## config.mk

```make
export PLATFORM = sky130hd
export DESIGN_NAME = sfb_host
export DESIGN_NICKNAME = d
export VERILOG_FILES = /design/src/include/sfb_pkg.sv /design/src/include/shift_if.sv /design/src/design/spi_shifter.sv /design/src/design/sfb_host.sv
export SDC_FILE = /design/constraint.sdc
export NUM_CORES = 1
export LEC_CHECK = 0
export ABC_AREA = 1
export BUFFER_PORTS_ARGS = -buffer_cell sky130_fd_sc_hd__buf_2
export CORE_ASPECT_RATIO = 2
export CORE_MARGIN = 10
export CORE_UTILIZATION = 54
export DETAILED_ROUTE_END_ITERATION = 10
export HOLD_SLACK_MARGIN = 0.03
export PLACE_DENSITY = 0.77
export SLEW_MARGIN = 20
export SYNTH_ARGS = -nofsm -noshare
export SYNTH_HDL_FRONTEND = slang
export SYNTH_SLANG_ARGS = --single-unit
```

## constraint.sdc

```tcl
create_clock -name MCLK_I -period 1.79 [get_ports MCLK_I]
set_clock_uncertainty 0.1 [all_clocks]
set_input_delay 0.179 -clock MCLK_I [delete_from_list [all_inputs] [get_ports MCLK_I]]
set_output_delay 0.179 -clock MCLK_I [all_outputs]
set_load 0.02 [all_outputs]
```

## src/include/sfb_pkg.sv

```systemverilog
// constants, types and framing helpers for the serial flash buffer host
`default_nettype none
package sfb_pkg;

    // clock and link timing
    localparam int unsigned CLK_MHZ        = 40;
    localparam int unsigned CLK_PERIOD_NS  = 25;
    // sck half periods in mclk cycles; fast about 6.7 MHz, slow 5 MHz;
    // a fall-to-fall span under five cycles outruns the three-stage so sync
    localparam logic [7:0]  SCK_HALF_FAST  = 8'h03;
    localparam logic [7:0]  SCK_HALF_SLOW  = 8'h04;
    // chip select high time between frames
    localparam int unsigned CS_GAP_NS      = 50;
    localparam int unsigned CS_GAP_CYC_INT = (CS_GAP_NS + CLK_PERIOD_NS - 1) / CLK_PERIOD_NS;
    localparam logic [7:0]  CS_GAP_CYC     = CS_GAP_CYC_INT[7:0];
    // default longest erase plus program time, in microseconds
    localparam int unsigned EP_TIME_MAX_US = 40000;

    // opcodes
    localparam logic [7:0] OPC_RD_FAST_B1  = 8'hd4;
    localparam logic [7:0] OPC_RD_FAST_B2  = 8'hd6;
    localparam logic [7:0] OPC_RD_SLOW_B1  = 8'hd1;
    localparam logic [7:0] OPC_RD_SLOW_B2  = 8'hd3;
    localparam logic [7:0] OPC_WR_B1       = 8'h84;
    localparam logic [7:0] OPC_WR_B2       = 8'h87;
    localparam logic [7:0] OPC_PGM_ERS_B1  = 8'h83;
    localparam logic [7:0] OPC_PGM_ERS_B2  = 8'h86;
    localparam logic [7:0] OPC_PGM_B1      = 8'h88;
    localparam logic [7:0] OPC_PGM_B2      = 8'h89;
    localparam logic [7:0] OPC_THRU_B1     = 8'h82;
    localparam logic [7:0] OPC_THRU_B2     = 8'h85;
    localparam logic [7:0] DUMMY_BYTE      = 8'h00;

    // header length in bytes: opcode plus three address bytes, plus dummy
    localparam logic [2:0] HDR_LEN_PLAIN   = 3'h4;
    localparam logic [2:0] HDR_LEN_DUMMY   = 3'h5;

    typedef enum logic [2:0] {
        OP_RD_FAST   = 3'b000,
        OP_RD_SLOW   = 3'b001,
        OP_BUF_WR    = 3'b010,
        OP_PGM_ERASE = 3'b011,
        OP_PGM_PLAIN = 3'b100,
        OP_PGM_THRU  = 3'b101
    } op_t;

    function automatic logic [7:0] opcode_of(input op_t op, input logic buf2);
        logic [7:0] code;
        case (op)
            OP_RD_FAST:   code = buf2 ? OPC_RD_FAST_B2 : OPC_RD_FAST_B1;
            OP_RD_SLOW:   code = buf2 ? OPC_RD_SLOW_B2 : OPC_RD_SLOW_B1;
            OP_BUF_WR:    code = buf2 ? OPC_WR_B2 : OPC_WR_B1;
            OP_PGM_ERASE: code = buf2 ? OPC_PGM_ERS_B2 : OPC_PGM_ERS_B1;
            OP_PGM_PLAIN: code = buf2 ? OPC_PGM_B2 : OPC_PGM_B1;
            OP_PGM_THRU:  code = buf2 ? OPC_THRU_B2 : OPC_THRU_B1;
            default:      code = DUMMY_BYTE;
        endcase
        return code;
    endfunction

    // 24-bit address field for the three address bytes
    function automatic logic [23:0] addr_of(input op_t op, input logic mode512,
                                            input logic [11:0] page, input logic [9:0] idx);
        logic        paged;
        logic [23:0] a;
        paged = (op == OP_PGM_ERASE) || (op == OP_PGM_PLAIN) || (op == OP_PGM_THRU);
        if (!paged)
            a = mode512 ? {15'h0000, idx[8:0]} : {14'h0000, idx};
        else if (op == OP_PGM_THRU)
            a = mode512 ? {3'h0, page, idx[8:0]} : {2'h0, page, idx};
        else
            a = mode512 ? {3'h0, page, 9'h000} : {2'h0, page, 10'h000};
        return a;
    endfunction

    function automatic logic is_program(input op_t op);
        return (op == OP_PGM_ERASE) || (op == OP_PGM_PLAIN) || (op == OP_PGM_THRU);
    endfunction

endpackage
`default_nettype wire

```

## src/include/shift_if.sv

```systemverilog
// byte shift request and answer between sequencer and serial engine
`default_nettype none
interface shift_if;
    logic       start;
    logic [7:0] tx;
    logic [7:0] half;
    logic       idle;
    logic       done;
    logic [7:0] rx;

    modport seq    (output start, output tx, output half, input idle, input done, input rx);
    modport engine (input start, input tx, input half, output idle, output done, output rx);
endinterface
`default_nettype wire

```

## src/design/spi_shifter.sv

```systemverilog
// mode 0 byte shifter: makes sck by division, shifts si out, samples so in
`default_nettype none
module spi_shifter
(
    input  wire logic  clk_i,
    input  wire logic  rst_n_i,
    shift_if.engine    sh,
    output logic       sck_o,
    output logic       si_o,
    input  wire logic  so_i
);
    import sfb_pkg::*;

    logic       busy_q;
    logic [7:0] half_q;
    logic [7:0] ph_q;
    logic [2:0] bit_q;
    logic       sck_q;
    logic [7:0] sr_q;
    logic [7:0] rx_q;
    logic       done_q;
    logic       s1_q;
    logic       s2_q;
    logic       s3_q;
    logic       so_q;

    wire ph_end = (ph_q == half_q - 8'h01);
    wire rise   = busy_q && ph_end && !sck_q;
    wire fall   = busy_q && ph_end && sck_q;
    wire last   = (bit_q == 3'h7);

    assign sh.idle = !busy_q;
    assign sh.done = done_q;
    assign sh.rx   = rx_q;
    assign sck_o   = sck_q;
    assign si_o    = sr_q[7];

    // so is asynchronous to mclk; a level counts once the later two stages agree
    always_ff @(posedge clk_i or negedge rst_n_i)
    begin
        if (!rst_n_i)
        begin
            s1_q <= 1'b0;
            s2_q <= 1'b0;
            s3_q <= 1'b0;
            so_q <= 1'b0;
        end
        else
        begin
            s1_q <= so_i;
            s2_q <= s1_q;
            s3_q <= s2_q;
            if (s2_q == s3_q)
                so_q <= s3_q;
        end
    end

    always_ff @(posedge clk_i or negedge rst_n_i)
    begin
        if (!rst_n_i)
        begin
            busy_q <= 1'b0;
            half_q <= SCK_HALF_SLOW;
            ph_q   <= 8'h00;
            bit_q  <= 3'h0;
            sck_q  <= 1'b0;
            sr_q   <= 8'h00;
            rx_q   <= 8'h00;
            done_q <= 1'b0;
        end
        else
        begin
            done_q <= fall && last;
            if (sh.start && !busy_q)
            begin
                busy_q <= 1'b1;
                half_q <= sh.half;
                ph_q   <= 8'h00;
                bit_q  <= 3'h0;
                sr_q   <= sh.tx;       // msb first
            end
            else if (busy_q)
            begin
                ph_q <= ph_end ? 8'h00 : ph_q + 8'h01;
                if (rise)
                    sck_q <= 1'b1;     // device samples si here
                if (fall)
                begin
                    sck_q <= 1'b0;
                    // sampled at the end of the high phase, so the sync delay
                    // still lands after the device's previous output change
                    rx_q  <= {rx_q[6:0], so_q};
                    sr_q  <= {sr_q[6:0], 1'b0};
                    bit_q <= bit_q + 3'h1;
                    if (last)
                        busy_q <= 1'b0;
                end
            end
        end
    end
endmodule
`default_nettype wire

```

## src/design/sfb_host.sv

```systemverilog
// host sequencer for the serial flash buffer read, write and program commands
`default_nettype none
module sfb_host
#(
    parameter int unsigned EP_TIMEOUT_CYC = sfb_pkg::EP_TIME_MAX_US * sfb_pkg::CLK_MHZ,
    parameter logic [7:0]  STATUS_OPCODE  = 8'hd7,
    parameter int unsigned STATUS_RDY_BIT = 7,
    parameter int unsigned STATUS_EPE_BIT = 5
)
(
    input  wire logic               MCLK_I,
    input  wire logic               RST_N_I,
    input  wire logic               CMD_VALID_I,
    output logic                    CMD_READY_O,
    input  wire sfb_pkg::op_t       CMD_OP_I,
    input  wire logic               CMD_BUF2_I,
    input  wire logic               CMD_MODE512_I,
    input  wire logic [11:0]        CMD_PAGE_I,
    input  wire logic [9:0]         CMD_INDEX_I,
    input  wire logic [15:0]        CMD_LEN_I,
    input  wire logic [7:0]         WR_DATA_I,
    input  wire logic               WR_VALID_I,
    output logic                    WR_READY_O,
    output logic [7:0]              RD_DATA_O,
    output logic                    RD_VALID_O,
    output logic                    DONE_O,
    output logic                    FAIL_O,
    output logic                    TIMEOUT_O,
    output logic                    BUSY_O,
    output logic                    SPI_CS_N_O,
    output logic                    SPI_SCK_O,
    output logic                    SPI_SI_O,
    input  wire logic               SPI_SO_I
);
    import sfb_pkg::*;

    typedef enum logic [2:0] {
        ST_IDLE = 3'b000,
        ST_HDR  = 3'b001,
        ST_DATA = 3'b010,
        ST_GAP  = 3'b011,
        ST_POLL = 3'b100,
        ST_PGAP = 3'b101,
        ST_DONE = 3'b110
    } state_t;

    state_t      state_q;
    state_t      state_d;
    op_t         op_q;
    logic        buf2_q;
    logic [23:0] addr_q;
    logic [15:0] len_q;
    logic [2:0]  hdr_cnt_q;
    logic [2:0]  hdr_len_q;
    logic [7:0]  half_q;
    logic        wait_q;
    logic [7:0]  gap_q;
    logic        poll_byte_q;
    logic [31:0] ep_cnt_q;
    logic        cs_n_q;
    logic [7:0]  rd_data_q;
    logic        rd_valid_q;
    logic        done_q;
    logic        fail_q;
    logic        tmo_q;
    logic        st_ready_q;

    shift_if sh ();

    spi_shifter u_shift
    (
        .clk_i   (MCLK_I),
        .rst_n_i (RST_N_I),
        .sh      (sh),
        .sck_o   (SPI_SCK_O),
        .si_o    (SPI_SI_O),
        .so_i    (SPI_SO_I)
    );

    // decoded command attributes
    wire is_rd      = (op_q == OP_RD_FAST) || (op_q == OP_RD_SLOW);
    wire is_wr      = (op_q == OP_BUF_WR) || (op_q == OP_PGM_THRU);
    wire is_pgm     = is_program(op_q);
    wire hdr_last   = (hdr_cnt_q == hdr_len_q - 3'h1);
    wire len_zero   = (len_q == 16'h0000);
    wire gap_end    = (gap_q == CS_GAP_CYC - 8'h01);
    wire ep_expired = (ep_cnt_q >= EP_TIMEOUT_CYC - 1);
    wire take_cmd   = CMD_VALID_I && (state_q == ST_IDLE);

    // status byte fields of the flash
    wire st_ready   = sh.rx[STATUS_RDY_BIT];
    wire st_fail    = sh.rx[STATUS_EPE_BIT];

    // header byte selected by count: opcode, three address bytes, dummy
    logic [7:0] hdr_byte;
    always_comb
    begin
        case (hdr_cnt_q)
            3'h0:    hdr_byte = opcode_of(op_q, buf2_q);
            3'h1:    hdr_byte = addr_q[23:16];
            3'h2:    hdr_byte = addr_q[15:8];
            3'h3:    hdr_byte = addr_q[7:0];
            default: hdr_byte = DUMMY_BYTE;
        endcase
    end

    // issue a byte to the engine when one is owed and none is in flight
    wire hdr_issue  = (state_q == ST_HDR) && !wait_q && sh.idle;
    wire rd_issue   = (state_q == ST_DATA) && is_rd && !len_zero && !wait_q && sh.idle;
    wire wr_issue   = (state_q == ST_DATA) && is_wr && !len_zero && !wait_q && sh.idle
                      && WR_VALID_I;
    wire poll_issue = (state_q == ST_POLL) && !wait_q && sh.idle;

    assign sh.start = hdr_issue || rd_issue || wr_issue || poll_issue;
    assign sh.half  = half_q;
    always_comb
    begin
        if (wr_issue)
            sh.tx = WR_DATA_I;
        else if (poll_issue)
            sh.tx = poll_byte_q ? DUMMY_BYTE : STATUS_OPCODE;
        else if (hdr_issue)
            sh.tx = hdr_byte;
        else
            sh.tx = DUMMY_BYTE;
    end

    // next state
    always_comb
    begin
        state_d = state_q;
        case (state_q)
            ST_IDLE:
                if (CMD_VALID_I)
                    state_d = ST_HDR;
            ST_HDR:
                if (wait_q && sh.done && hdr_last)
                    // program-only commands end right after the address
                    state_d = (is_rd || is_wr) ? ST_DATA : ST_GAP;
            ST_DATA:
                // the frame only closes on a byte boundary
                if (len_zero && !wait_q)
                    state_d = ST_GAP;
            ST_GAP:
                if (gap_end)
                    state_d = is_pgm ? ST_POLL : ST_DONE;
            ST_POLL:
                if (wait_q && sh.done && poll_byte_q)
                    state_d = ST_PGAP;
            ST_PGAP:
                if (gap_end)
                    state_d = (fail_q || tmo_q || st_ready_q) ? ST_DONE : ST_POLL;
            ST_DONE:
                state_d = ST_IDLE;
            default:
                state_d = ST_IDLE;
        endcase
    end

    // state register

    always_ff @(posedge MCLK_I or negedge RST_N_I)
    begin
        if (!RST_N_I)
            state_q <= ST_IDLE;
        else
            state_q <= state_d;
    end

    // command capture
    always_ff @(posedge MCLK_I or negedge RST_N_I)
    begin
        if (!RST_N_I)
        begin
            op_q      <= OP_RD_SLOW;
            buf2_q    <= 1'b0;
            addr_q    <= 24'h000000;
            hdr_len_q <= HDR_LEN_PLAIN;
            half_q    <= SCK_HALF_SLOW;
        end
        else if (take_cmd)
        begin
            op_q      <= CMD_OP_I;
            buf2_q    <= CMD_BUF2_I;
            addr_q    <= addr_of(CMD_OP_I, CMD_MODE512_I, CMD_PAGE_I, CMD_INDEX_I);
            hdr_len_q <= (CMD_OP_I == OP_RD_FAST) ? HDR_LEN_DUMMY : HDR_LEN_PLAIN;
            // slow-grade reads run on the slower sck
            half_q    <= (CMD_OP_I == OP_RD_SLOW) ? SCK_HALF_SLOW : SCK_HALF_FAST;
        end
    end

    // byte bookkeeping: in-flight flag, header count, remaining data bytes
    always_ff @(posedge MCLK_I or negedge RST_N_I)
    begin
        if (!RST_N_I)
        begin
            wait_q    <= 1'b0;
            hdr_cnt_q <= 3'h0;
            len_q     <= 16'h0000;
        end
        else
        begin
            if (sh.start)
                wait_q <= 1'b1;
            else if (sh.done)
                wait_q <= 1'b0;
            if (take_cmd)
            begin
                hdr_cnt_q <= 3'h0;
                // program-only commands carry no data bytes
                len_q     <= is_program(CMD_OP_I) && (CMD_OP_I != OP_PGM_THRU)
                             ? 16'h0000 : CMD_LEN_I;
            end
            else if ((state_q == ST_HDR) && wait_q && sh.done)
                hdr_cnt_q <= hdr_cnt_q + 3'h1;
            else if ((state_q == ST_DATA) && wait_q && sh.done)
                len_q <= len_q - 16'h0001;
        end
    end

    // chip select low from the first header or status opcode byte to the last byte of each frame
    always_ff @(posedge MCLK_I or negedge RST_N_I)
    begin
        if (!RST_N_I)
            cs_n_q <= 1'b1;
        else if (hdr_issue || poll_issue)
            cs_n_q <= 1'b0;
        else if ((state_d == ST_GAP) || (state_d == ST_PGAP))
            cs_n_q <= 1'b1;                        // rising select starts programming
    end

    // high time between frames
    always_ff @(posedge MCLK_I or negedge RST_N_I)
    begin
        if (!RST_N_I)
            gap_q <= 8'h00;
        else if ((state_q == ST_GAP) || (state_q == ST_PGAP))
            gap_q <= gap_end ? 8'h00 : gap_q + 8'h01;
        else
            gap_q <= 8'h00;
    end

    // read data stream, one pulse per byte; the device wraps on its own
    always_ff @(posedge MCLK_I or negedge RST_N_I)
    begin
        if (!RST_N_I)
        begin
            rd_data_q  <= 8'h00;
            rd_valid_q <= 1'b0;
        end
        else
        begin
            rd_valid_q <= (state_q == ST_DATA) && is_rd && wait_q && sh.done;
            if ((state_q == ST_DATA) && is_rd && wait_q && sh.done)
                rd_data_q <= sh.rx;
        end
    end

    // status polling: opcode byte then one status byte per frame
    always_ff @(posedge MCLK_I or negedge RST_N_I)
    begin
        if (!RST_N_I)
        begin
            poll_byte_q <= 1'b0;
            st_ready_q  <= 1'b0;
            fail_q      <= 1'b0;
            tmo_q       <= 1'b0;
            ep_cnt_q    <= 32'h00000000;
        end
        else
        begin
            if (take_cmd)
            begin
                poll_byte_q <= 1'b0;
                st_ready_q  <= 1'b0;
                fail_q      <= 1'b0;
                tmo_q       <= 1'b0;
                ep_cnt_q    <= 32'h00000000;
            end
            else
            begin
                if ((state_q == ST_POLL) && wait_q && sh.done)
                begin
                    poll_byte_q <= !poll_byte_q;
                    if (poll_byte_q)
                    begin
                        st_ready_q <= st_ready;
                        fail_q     <= st_ready && st_fail;
                    end
                end
                // the device must finish inside the longest stated time
                if ((state_q == ST_POLL) || (state_q == ST_PGAP))
                begin
                    if (ep_expired)
                        tmo_q <= 1'b1;
                    else
                        ep_cnt_q <= ep_cnt_q + 32'h00000001;
                end
            end
        end
    end

    always_ff @(posedge MCLK_I or negedge RST_N_I)
    begin
        if (!RST_N_I)
            done_q <= 1'b0;
        else
            done_q <= (state_q == ST_DONE);
    end

    // plain program needs a pre-erased page; the caller owns that
    assign CMD_READY_O = (state_q == ST_IDLE);
    assign WR_READY_O  = wr_issue;
    assign RD_DATA_O   = rd_data_q;
    assign RD_VALID_O  = rd_valid_q;
    assign DONE_O      = done_q;
    assign FAIL_O      = fail_q;
    assign TIMEOUT_O   = tmo_q;
    assign BUSY_O      = (state_q != ST_IDLE);
    assign SPI_CS_N_O  = cs_n_q;
endmodule
`default_nettype wire

```

==> results.json, run 1 <==
{
  "grt_remaining_overflow": 0,
  "fp.dieH_um": 191,
  "final_layout_size_suffix_gt1_share_pct": 25.1,
  "slowest_delay_ns": 0.52,
  "yosys.area.top_type": "dfrtp_1",
  "syn_area_um2": 7900,
  "setup-violations-final": 34,
  "vdd_drop_max_mv": 0.629,
  "via_per_inst": 5.48,
  "insertion_delay_ns": 0.43,
  "place_area_um2": 8940,
  "antenna_found_initial": 2,
  "p_comb_share_pct": 4.3,
  "drc": 0,
  "dr_total_vias": 7943,
  "required_ns": 2.00,
  "grt_max_degree": 53,
  "p_int_uw": 5340,
  "fin_nets": 1312,
  "worst_path_dominant_cell_family": "simple AND/OR/NAND/NOR gates",
  "cts-htree-levels": 4,
  "pre_cts_ws_ns": -0.184,
  "crit_arrival_ns": 2.32,
  "ys_seq_area_share_pct": 45.4,
  "netlist.area_leader.share_pct": 44.1,
  "clk_pin_slew_ns": 0.06,
  "cts_buffers": 17,
  "ys_top_cells_by_count": "nand2_1, dfrtp_1, nor2_1, inv_1, nand3_1",
  "root_buffer": "clkbuf_16",
  "fin_crit_ns": 2.12,
  "max_freq_mhz": 473,
  "synthArstFlopShare_pct": 100,
  "rows": 62,
  "synth_most_common_cell": "nand2_1",
  "die_width_um": 106,
  "drt_wl_total_um": 23800,
  "cp-start-kind": "register",
  "grt_usage_pct": 22.5,
  "firstDrtPassIters": 5,
  "yosys_warnings": 0,
  "num-fill-cells": 1008,
  "coreArea_um2": 14400,
  "cap_viol_max_count": 0,
  "hp-class": "in -> reg",
  "violations": "setup timing",
  "clockPowerShare_pct": 49.3,
  "synth_cell_type_count": 43,
  "io_pins": 74,
  "crit_chain": "inv_2, ha_4, xor2_2, nor2_1, nand2_2, nor2_4, nand3_4, buf_12, buf_12, nor2_2, a21oi_1",
  "synth-edff-count": 0,
  "ys.flop_type": "dfrtp_1",
  "post_drt_wl_per_cell_um": 16.4,
  "pwr-share-seq_pct": 46.3,
  "cp_common_cell": "buf_12",
  "grt_pass1_wl_um": 37100,
  "start_util_pct": 55.0,
  "die_area_um2": 20200,
  "leakagePower_uw": 0.00540,
  "p_sw_uw": 1660,
  "syn_inst": 1055,
  "antenna_left": 0,
  "fin_area_um2": 10700,
  "path_max_fanout": 5,
  "cts_tree": "yes",
  "drtIter0Drc": 465,
  "crit_path_end_kind": "register",
  "place_hpwl_um": 15200,
  "clock-sinks": 143,
  "report.final.slew_viol_count": 0,
  "seq_area_um2": 3590,
  "multiInputGateArea_um2": 4100,
  "synth_area_leaders": "dfrtp_1, nand2_1, nor2_1",
  "grt_pass1_vias": 8080,
  "worstMarginPinSlew_ns": 0.363,
  "synth_nets": 1124,
  "outcome": "complete, but fails checks",
  "port_buffers": 73,
  "cp_num_buf_inv": 3,
  "cts_buffer_depth": 2,
  "power.total_uw": 7000,
  "ys_ff_latch": 143,
  "crit_slowest_cell": "dfstp_2",
  "syn_to_final_growth_pct": 35.1,
  "switching_share_pct": 23.7,
  "p_per_area_nw_per_um2": 656,
  "max_slew_margin_pct": 75.6,
  "worst_slack_ns": -0.325,
  "finalCritPeriodShare_pct": 118,
  "rsz0062_at_grt": "yes",
  "syn_avg_cell_area_um2": 7.48,
  "hold_violations": 0,
  "critical_path_class": "reg -> reg",
  "gp_congestion": 0.937
}
## cell type report
| cell class | instances | area share, % |
|---|---|---|
| Multi-Input combinational cell | 748 | 38.5 |
| Clock inverter | 14 | 1.22 |
| Antenna cell | 2 | 0.0469 |
| Tap cell | 192 | 2.25 |
| Clock buffer | 18 | 4.12 |
| Sequential cell | 143 | 33.7 |
| Inverter | 131 | 4.69 |
| Timing Repair inverter | 1 | 0.0704 |
| Timing Repair Buffer | 201 | 15.5 |
## power groups by stage
stage	Combinational, uW	Sequential [uW]	Clock, uW
3_3_place_gp	207	3300	0
4_1_cts	282	3240	3460
5_1_grt	332	3240	3620
2_1_floorplan	48.9	3300	0
6_report	304	3240	3450
3_5_place_dp	210	3300	0
## worst reg2reg max path: stages (launching register included)
cell	delay (ns)
dfstp_2	0.52
inv_2	0.04
ha_4	0.18
xor2_2	0.18
nor2_1	0.16
nand2_2	0.10
nor2_4	0.12
nand3_4	0.13
buf_12	0.17
buf_12	0.14
nor2_2	0.09
a21oi_1	0.05
## metal layers
layer / global-route usage (%) / vias to the layer above / wire length, um
met5: 0 / - / 0
met4: 13.6 / 0 / 1230
met3: 4.28 / 106 / 1000
met2: 43.1 / 282 / 13200
met1: 21.3 / 3792 / 8360
li1: - / 3763 / -
## through the flow
stage	util (%)	hold WS [ns]	instances	setup TNS, ns
3_5_place_dp	62.3	0.00575	1344	-3.06
3_3_place_gp	62.3	0.00798	1344	-2.27
6_report	74.4	0.0481	1450	-7.43
4_1_cts	71.9	0.0339	1443	-4.66
5_1_grt	74.4	0.0623	1450	-10.31
2_1_floorplan	-	-0.217	1055	-2.32
## sequential cells by signal, indices dropped and copies added (netlist names), 3 cells and up
signal and cells:
RD_DATA_O 8, addr_q 22, ep_cnt_q 32, gap_q 8
hdr_cnt_q 3, len_q 16, op_q 3, state_q 3
u_shift.bit_q 3, u_shift.ph_q 8, u_shift.sh.rx 8, u_shift.sr_q 8
## cell families (layout without fill, tap and decap cells)
logic type | after synthesis | in the layout | share of synthesized area, %
AOI/OAI and AO/OA | 130 | 130 | 9.54
xor gates and xnor gates | 35 | 35 | 3.88
adders and majority gates | 14 | 14 | 2.19
buffers and inverters | 165 | 365 | 8.35
DFF | 143 | 143 | 45.4
other | 0 | 2 | 0
and+or+nand+nor | 568 | 569 | 30.7
## final timing paths
check / from / end / slack, ns / cells after the start
setup / recovery: u_shift.half_q[2] / u_shift.sh.rx[0] / -0.33 / 11
hold / removal: CMD_PAGE_I[4] / addr_q[13] / 0.05 / 5
setup reg to reg: u_shift.half_q[2] / u_shift.sh.rx[0] / -0.33 / 11
hold reg to reg: u_shift.s1_q / u_shift.s2_q / 0.26 / 0
max in group asynchronous: RST_N_I / half_q[2] / 0.86 / 3
min in group asynchronous: RST_N_I / ep_cnt_q[2] / 0.12 / 2
## what timing repair did
item	in CTS	in global routing
endpoints found under the hold margin	181	0
pin swaps	8	21
resized for setup	39	98
buffers inserted	21	10
setup endpoints to repair	37	100
cloned	3	1
hold buffers	43	0
## placed cells by master, fill, tap and decap left out, drive strengths merged, types with 24 or more instances in the layout
cell	n
dfrtp	139
nand3	92
a21oi	30
dlygate4sd3	43
nor3	24
o21ai	63
inv	133
nand2	292
buf	158
nor2	141
No activity file was read; power rests on OpenSTA's default activity.
==> run 2, diff against run 1 <==
--- a/config.mk
+++ b/config.mk
@@ -5,14 +5,13 @@
 export SDC_FILE = /design/constraint.sdc
 export NUM_CORES = 1
 export LEC_CHECK = 0
-export ABC_AREA = 1
 export BUFFER_PORTS_ARGS = -buffer_cell sky130_fd_sc_hd__buf_2
 export CORE_ASPECT_RATIO = 2
 export CORE_MARGIN = 10
-export CORE_UTILIZATION = 54
+export CORE_UTILIZATION = 53
 export DETAILED_ROUTE_END_ITERATION = 10
 export HOLD_SLACK_MARGIN = 0.03
-export PLACE_DENSITY = 0.77
+export PLACE_DENSITY = 0.76
 export SLEW_MARGIN = 20
 export SYNTH_ARGS = -nofsm -noshare
 export SYNTH_HDL_FRONTEND = slang
==> run 2 against run 1 <==
Net effect: the run still ends with setup timing left; flip-flop and latch count stayed put; setup slack lost 0.22 ns; wire length up 13%; total power up 0.45%; non-clock buffer count grew 106; final cell count fell by 20%; first-iteration DRC count is 35% higher; critical path depth decreased by 6; largest cell class unchanged; highest routed layer unchanged.
==> results.json, run 2 <==
{
  "outcome": "complete, but fails checks",
  "violations": "setup timing",
  "netlist.area_leader.share_pct": 49.3,
  "holdWs_ns": 0.131,
  "p_per_area_nw_per_um2": 640,
  "finalNonFillerCells": 1163,
  "grt_usage_pct": 24.0,
  "die_width_um": 102,
  "max_slew_margin_pct": 63.6,
  "crit_arrival_ns": 2.06,
  "antenna_cells": 0,
  "antenna_left": 0,
  "syn_inst": 701,
  "yosys_warnings": 0,
  "firstDrtPassIters": 7,
  "hold_violations": 0,
  "fin_nets": 1067,
  "final_layout_size_suffix_gt1_share_pct": 43.9,
  "ys_seq_area_share_pct": 50.8,
  "report.final.slew_viol_count": 0,
  "cts_buffer_depth": 2,
  "io_pins": 74,
  "final_cell_mix": "dfrtp_1, buf_4, nand2_1, buf_2, dlygate4sd3_1",
  "top_regs": "ep_cnt_q (32), addr_q (22), len_q (16)",
  "cap_viol_max_count": 0,
  "insertion_delay_ns": 0.43,
  "antenna_found_initial": 0,
  "p_int_uw": 5250,
  "cts_tree": "yes",
  "finalSetupTns_ns": -30.61,
  "crit_chain": "nor3_2, nand3_1, or4_4, and4_4, buf_6",
  "fin_area_um2": 11000,
  "syn_area_um2": 7060,
  "syn_to_final_growth_pct": 55.7,
  "ys_ff_latch": 143,
  "worstMarginPinSlew_ns": 0.541,
  "path_max_fanout": 2,
  "rows": 59,
  "clockPowerShare_pct": 49.1,
  "grt_pass1_vias": 7283,
  "setup-violations-final": 108,
  "required_ns": 1.51,
  "max_freq_mhz": 427,
  "p_sw_uw": 1780,
  "synth_cell_type_count": 70,
  "pwr-share-seq_pct": 46.1,
  "final_common_cell": "dfrtp_1",
  "synthArstFlopShare_pct": 100,
  "worst_path_dominant_cell_family": "simple AND/OR/NAND/NOR gates",
  "num-fill-cells": 613,
  "holdCritStartpoint": "CMD_VALID_I",
  "largest-register": "ep_cnt_q",
  "slowest_delay_ns": 0.49,
  "r2r-start": "len_q[5]",
  "cp_num_buf_inv": 1,
  "finalCritPeriodShare_pct": 131,
  "vdd_drop_max_mv": 0.710,
  "place_inst": 1027,
  "ys_top_cells_by_count": "dfrtp_1, nand2_1, nor2_1, o21ai_0, nand3_1",
  "largest_register_ffs": 32,
  "port_buffers": 73,
  "ys.flop_type": "dfrtp_1",
  "cts_buffers": 17,
  "path_depth": 5,
  "place_hpwl_um": 14000,
  "synth-edff-count": 0,
  "drc": 0,
  "place_area_um2": 8690,
  "p_comb_share_pct": 4.8,
  "crit_path_end_kind": "primary output",
  "syn_avg_cell_area_um2": 10.1,
  "cp-start-kind": "register",
  "drtIter0Drc": 629,
  "pre_cts_ws_ns": -0.359,
  "via_per_inst": 6.30,
  "cp-startpoint": "len_q[5]",
  "leakagePower_uw": 0.00508,
  "rr_worst_depth": 7,
  "drt_wl_total_um": 26900,
  "grt_remaining_overflow": 0,
  "gp_congestion": 0.878,
  "synth_area_leaders": "dfrtp_1, nand2_1, xor2_1",
  "crit_slowest_cell": "or4_4",
  "critical_path_class": "reg -> out",
  "dr_total_vias": 7322,
  "coreArea_um2": 13100,
  "holdPathStages": 4,
  "grt_max_degree": 51,
  "synth_most_common_cell": "dfrtp_1",
  "hp-class": "in -> reg",
  "die_area_um2": 18600,
  "fin_crit_ns": 2.34,
  "clock-sinks": 143,
  "fp.dieH_um": 183,
  "synth_nets": 770,
  "root_buffer": "clkbuf_16",
  "yosys.area.top_type": "dfrtp_1",
  "cts-htree-levels": 4,
  "grt_pass1_wl_um": 35800,
  "worst_slack_ns": -0.550,
  "switching_share_pct": 25.4,
  "clk_pin_slew_ns": 0.06,
  "rsz0062_at_grt": "yes",
  "post_drt_wl_per_cell_um": 23.2,
  "start_util_pct": 54.0
}
## run 2: cell types whose count changed after synthesis, sizes merged, moves of 13 or more
| cell | change |
|---|---|
| nor2 | -84 |
| buf | -14 |
| nand2 | -192 |
| inv | -113 |
| o21ai | -25 |
| nand3 | -62 |
| mux2i | +18 |
| a22o | +13 |
| and2 | +13 |
## run 2: repair_timing
item | 4_1_cts | 5_1_grt
hold buffers | 54 | 1
endpoints found under the hold margin | 125 | 1
pin swaps | 49 | 46
buffers inserted | 27 | 23
setup endpoints to repair | 90 | 130
cloned | 2 | 4
resized for setup | 75 | 101
## run 2: final cells by class
type | count | area (um2) | share of cell area (%)
clock inverters | 15 | 145 | 1.32
repair buffers | 307 | 2580 | 23.5
inverters | 17 | 68.8 | 0.626
well taps | 152 | 190 | 1.73
multi-input cells | 512 | 3990 | 36.3
clock buffers | 17 | 425 | 3.87
flip-flops and latches | 143 | 3590 | 32.6
## run 2: kinds of logic (layout without fill, tap and decap cells)
logic type	count (synthesis)	count (layout)	share of synthesized area (%)
and+or+nand+nor	293	294	21.0
DFF	143	143	50.8
AOI/OAI and AO/OA	132	133	12.9
buffers and inverters	48	356	3.40
xor gates and xnor gates	41	41	5.09
muxes	30	30	4.47
adders and majority gates	14	14	2.45
## run 2: power groups by stage
stage / Clock, uW / Sequential, uW / Combinational, uW
global placement: 0 / 3300 / 202
finish: 3450 / 3240 / 334
CTS: 3460 / 3240 / 310
global route: 3600 / 3240 / 356
floorplan: 0 / 3300 / 40.8
detailed placement: 0 / 3300 / 209
## run 2: tightest hold or removal path, delay by kind of cell
family | cells | cell delay, ns
buf+inv | 1 | 0.14
simple gates | 3 | 0.30
## run 2: routing by layer
layer	up-vias	wire [um]	share of wire [%]	GRT usage, %
met5	-	0	0	0
met4	0	2010	7.5	12.1
met3	184	1630	6.1	4.10
met2	451	14300	53	45.2
met1	3592	8940	33	24.2
li1	3095	-	-	-
## run 2: path summary, 6_finish.rpt
check                      slack [ns]         endpoint
hold / removal                   0.13          op_q[2]
min in group asynchronous        0.18      ep_cnt_q[5]
setup / recovery                -0.55       WR_READY_O
setup reg to reg                -0.53  u_shift.sr_q[7]
hold reg to reg                  0.29     u_shift.s3_q
max in group asynchronous        0.77     hdr_cnt_q[0]
## run 2: per-stage QoR
step	total power (uW)	util, %
6_report	7030	84.1
4_1_cts	7010	79.2
3_5_place_dp	3510	66.5
3_3_place_gp	3500	66.5
2_1_floorplan	3340	-
5_1_grt	7190	84.1
==> run 3, diff against run 2 <==
--- a/config.mk
+++ b/config.mk
@@ -8,10 +8,10 @@
 export BUFFER_PORTS_ARGS = -buffer_cell sky130_fd_sc_hd__buf_2
 export CORE_ASPECT_RATIO = 2
 export CORE_MARGIN = 10
-export CORE_UTILIZATION = 53
+export CORE_UTILIZATION = 54
 export DETAILED_ROUTE_END_ITERATION = 10
 export HOLD_SLACK_MARGIN = 0.03
-export PLACE_DENSITY = 0.76
+export PLACE_DENSITY = 0.74
 export SLEW_MARGIN = 20
 export SYNTH_ARGS = -nofsm -noshare
 export SYNTH_HDL_FRONTEND = slang
==> constraint.sdc (replaced) <==
create_clock -name MCLK_I -period 3 [get_ports MCLK_I]
set_clock_uncertainty 0.1 [all_clocks]
set_input_delay 0.3 -clock MCLK_I [delete_from_list [all_inputs] [get_ports MCLK_I]]
set_output_delay 0.3 -clock MCLK_I [all_outputs]
set_load 0.02 [all_outputs]
==> run 3 against run 2 <==
Net effect: the flow now finishes without violations; clock-buffer cell count increased by 2; design area down 24%; final cell count down 17%; via count down 23%; flip-flop and latch count unchanged; sequential power is 40% lower; wire length shrank 37%; critical endpoint unchanged.
==> results.json, run 3 (synthesis results as in run 2) <==
{
  "outcome": "finished clean",
  "place_inst": 906,
  "crit_chain": "inv_1, ha_1, nand3_1, or4_4, and4_4, buf_2",
  "grt_pass1_vias": 6057,
  "cap_viol_max_count": 0,
  "coreArea_um2": 12900,
  "p_comb_share_pct": 3.3,
  "p_per_area_nw_per_um2": 491,
  "grt_max_degree": 70,
  "pwr-share-seq_pct": 47.0,
  "top_regs": "ep_cnt_q (32), addr_q (22), len_q (16)",
  "cts_tree": "yes",
  "p_int_uw": 3190,
  "final_cell_mix": "dfrtp_1, nand2_1, buf_2, nor2_1, o21ai_0",
  "finalCritPeriodShare_pct": 90.0,
  "fin_crit_ns": 2.70,
  "crit_slowest_cell": "or4_4",
  "rows": 59,
  "report.final.slew_viol_count": 0,
  "fin_nets": 866,
  "required_ns": 2.60,
  "port_buffers": 73,
  "worstMarginPinSlew_ns": 0.758,
  "holdWs_ns": 0.0344,
  "fp.dieH_um": 182,
  "vdd_drop_max_mv": 0.471,
  "cts-htree-levels": 4,
  "clk_pin_slew_ns": 0.07,
  "drtIter0Drc": 348,
  "num-fill-cells": 1012,
  "rsz0062_at_grt": "no",
  "place_hpwl_um": 12500,
  "start_util_pct": 54.6,
  "via_per_inst": 5.87,
  "io_pins": 74,
  "clock-sinks": 143,
  "dr_total_vias": 5649,
  "die_width_um": 101,
  "grt_remaining_overflow": 0,
  "path_max_fanout": 9,
  "finalSetupTns_ns": 0,
  "largest-register": "ep_cnt_q",
  "cts_buffer_depth": 2,
  "cp-start-kind": "register",
  "antenna_left": 0,
  "die_area_um2": 18300,
  "firstDrtPassIters": 5,
  "critical_path_class": "reg -> out",
  "post_drt_wl_per_cell_um": 17.6,
  "gp_congestion": 0.870,
  "antenna_cells": 0,
  "hp-class": "in -> reg",
  "clockPowerShare_pct": 49.7,
  "antenna_found_initial": 0,
  "grt_pass1_wl_um": 28700,
  "largest_register_ffs": 32,
  "crit_path_end_kind": "primary output",
  "root_buffer": "clkbuf_16",
  "syn_to_final_growth_pct": 18.6,
  "grt_usage_pct": 19.1,
  "cts_buffers": 17,
  "hold_violations": 0,
  "utilization_pct": 64.8,
  "insertion_delay_ns": 0.42,
  "slowest_delay_ns": 0.58,
  "leakagePower_uw": 0.00378,
  "max_freq_mhz": 370,
  "multiInputGateArea_um2": 3240,
  "crit_arrival_ns": 2.30,
  "drc": 0,
  "power.total_uw": 4110,
  "seq_area_um2": 3580,
  "switching_share_pct": 22.3,
  "finalNonFillerCells": 962,
  "max_slew_margin_pct": 49.0,
  "setup-violations-final": 0,
  "final_layout_size_suffix_gt1_share_pct": 18.9,
  "drt_wl_total_um": 16900,
  "final_common_cell": "dfrtp_1",
  "p_sw_uw": 918
}
==> run 3: cell count changes in the layout (fill, tap and decap cells not counted), moves of 9 or more <==
cell and delta:
buf_4 -125, buf_6 -32, dlygate4sd3_1 -31, nand2_1 +28, nand2_2 -18, nand2_4 -9, nor3_1 +9, o21ai_0 +24
o21ai_1 -13, o21ai_2 -10
==> run 3: power groups by stage <==
stage | combinational (uW) | sequential, uW | clock [uW]
2_1_floorplan | 23.3 | 1970 | 0
3_3_place_gp | 111 | 1970 | 0
3_5_place_dp | 113 | 1970 | 0
4_1_cts | 138 | 1930 | 2070
5_1_grt | 152 | 1930 | 2160
6_report | 135 | 1930 | 2040
==> run 3: final timing paths <==
path | depth (start not counted) | to | from | slack (ns)
worst max-delay path | 6 | WR_READY_O | len_q[0] | 0.30
worst min-delay path | 3 | u_shift.sr_q[2] | WR_DATA_I[2] | 0.03
worst max register to register | 7 | len_q[8] | state_q[1] | 0.47
worst min register to register | 0 | u_shift.s2_q | u_shift.s1_q | 0.25
max in group asynchronous | 3 | u_shift.sr_q[0] | RST_N_I | 1.75
min in group asynchronous | 2 | ep_cnt_q[7] | RST_N_I | 0.24
==> run 3: cell type report <==
cell class                 count  share of cell area, %
tap                          152                   2.27
clock inverter                13                   1.57
inverter                      17                  0.762
clock buffer                  19                   5.41
sequential                   143                   42.8
timing repair buffer         108                   8.45
multi-input combinational    510                   38.7
==> run 3: timing repair <==
| action | 4_1_cts | 5_1_grt |
|---|---|---|
| gates resized for setup | 0 | 0 |
| setup buffers | 0 | 0 |
| hold buffers | 24 | 0 |
| hold endpoints to repair | 59 | 0 |
==> run 3: per-stage QoR <==
| step | instance area, um2 | worst slack (ns) |
|---|---|---|
| detailed placement | 7540 | 0.543 |
| global route | 8370 | 0.209 |
| floorplan | 7060 | 0.704 |
| finish | 8370 | 0.299 |
| CTS | 8370 | 0.288 |
| global placement | 7540 | 0.675 |
==> run 3: critical path: cells and delay by family, from the launching register on <==
family / cells / cell delay, ns
fa+ha+maj: 1 / 0.20
buf+inv: 2 / 0.25
flops: 1 / 0.42
simple gates: 3 / 0.99
==> run 3: metal layers <==
layer | global-route usage (%) | share of wire, % | vias up
met4 | 7.78 | 2.5 | 0
met3 | 3.88 | 3.1 | 33
met2 | 35.3 | 57 | 122
li1 | - | - | 2691
met1 | 19.8 | 37 | 2803
met5 | 0 | 0 | -
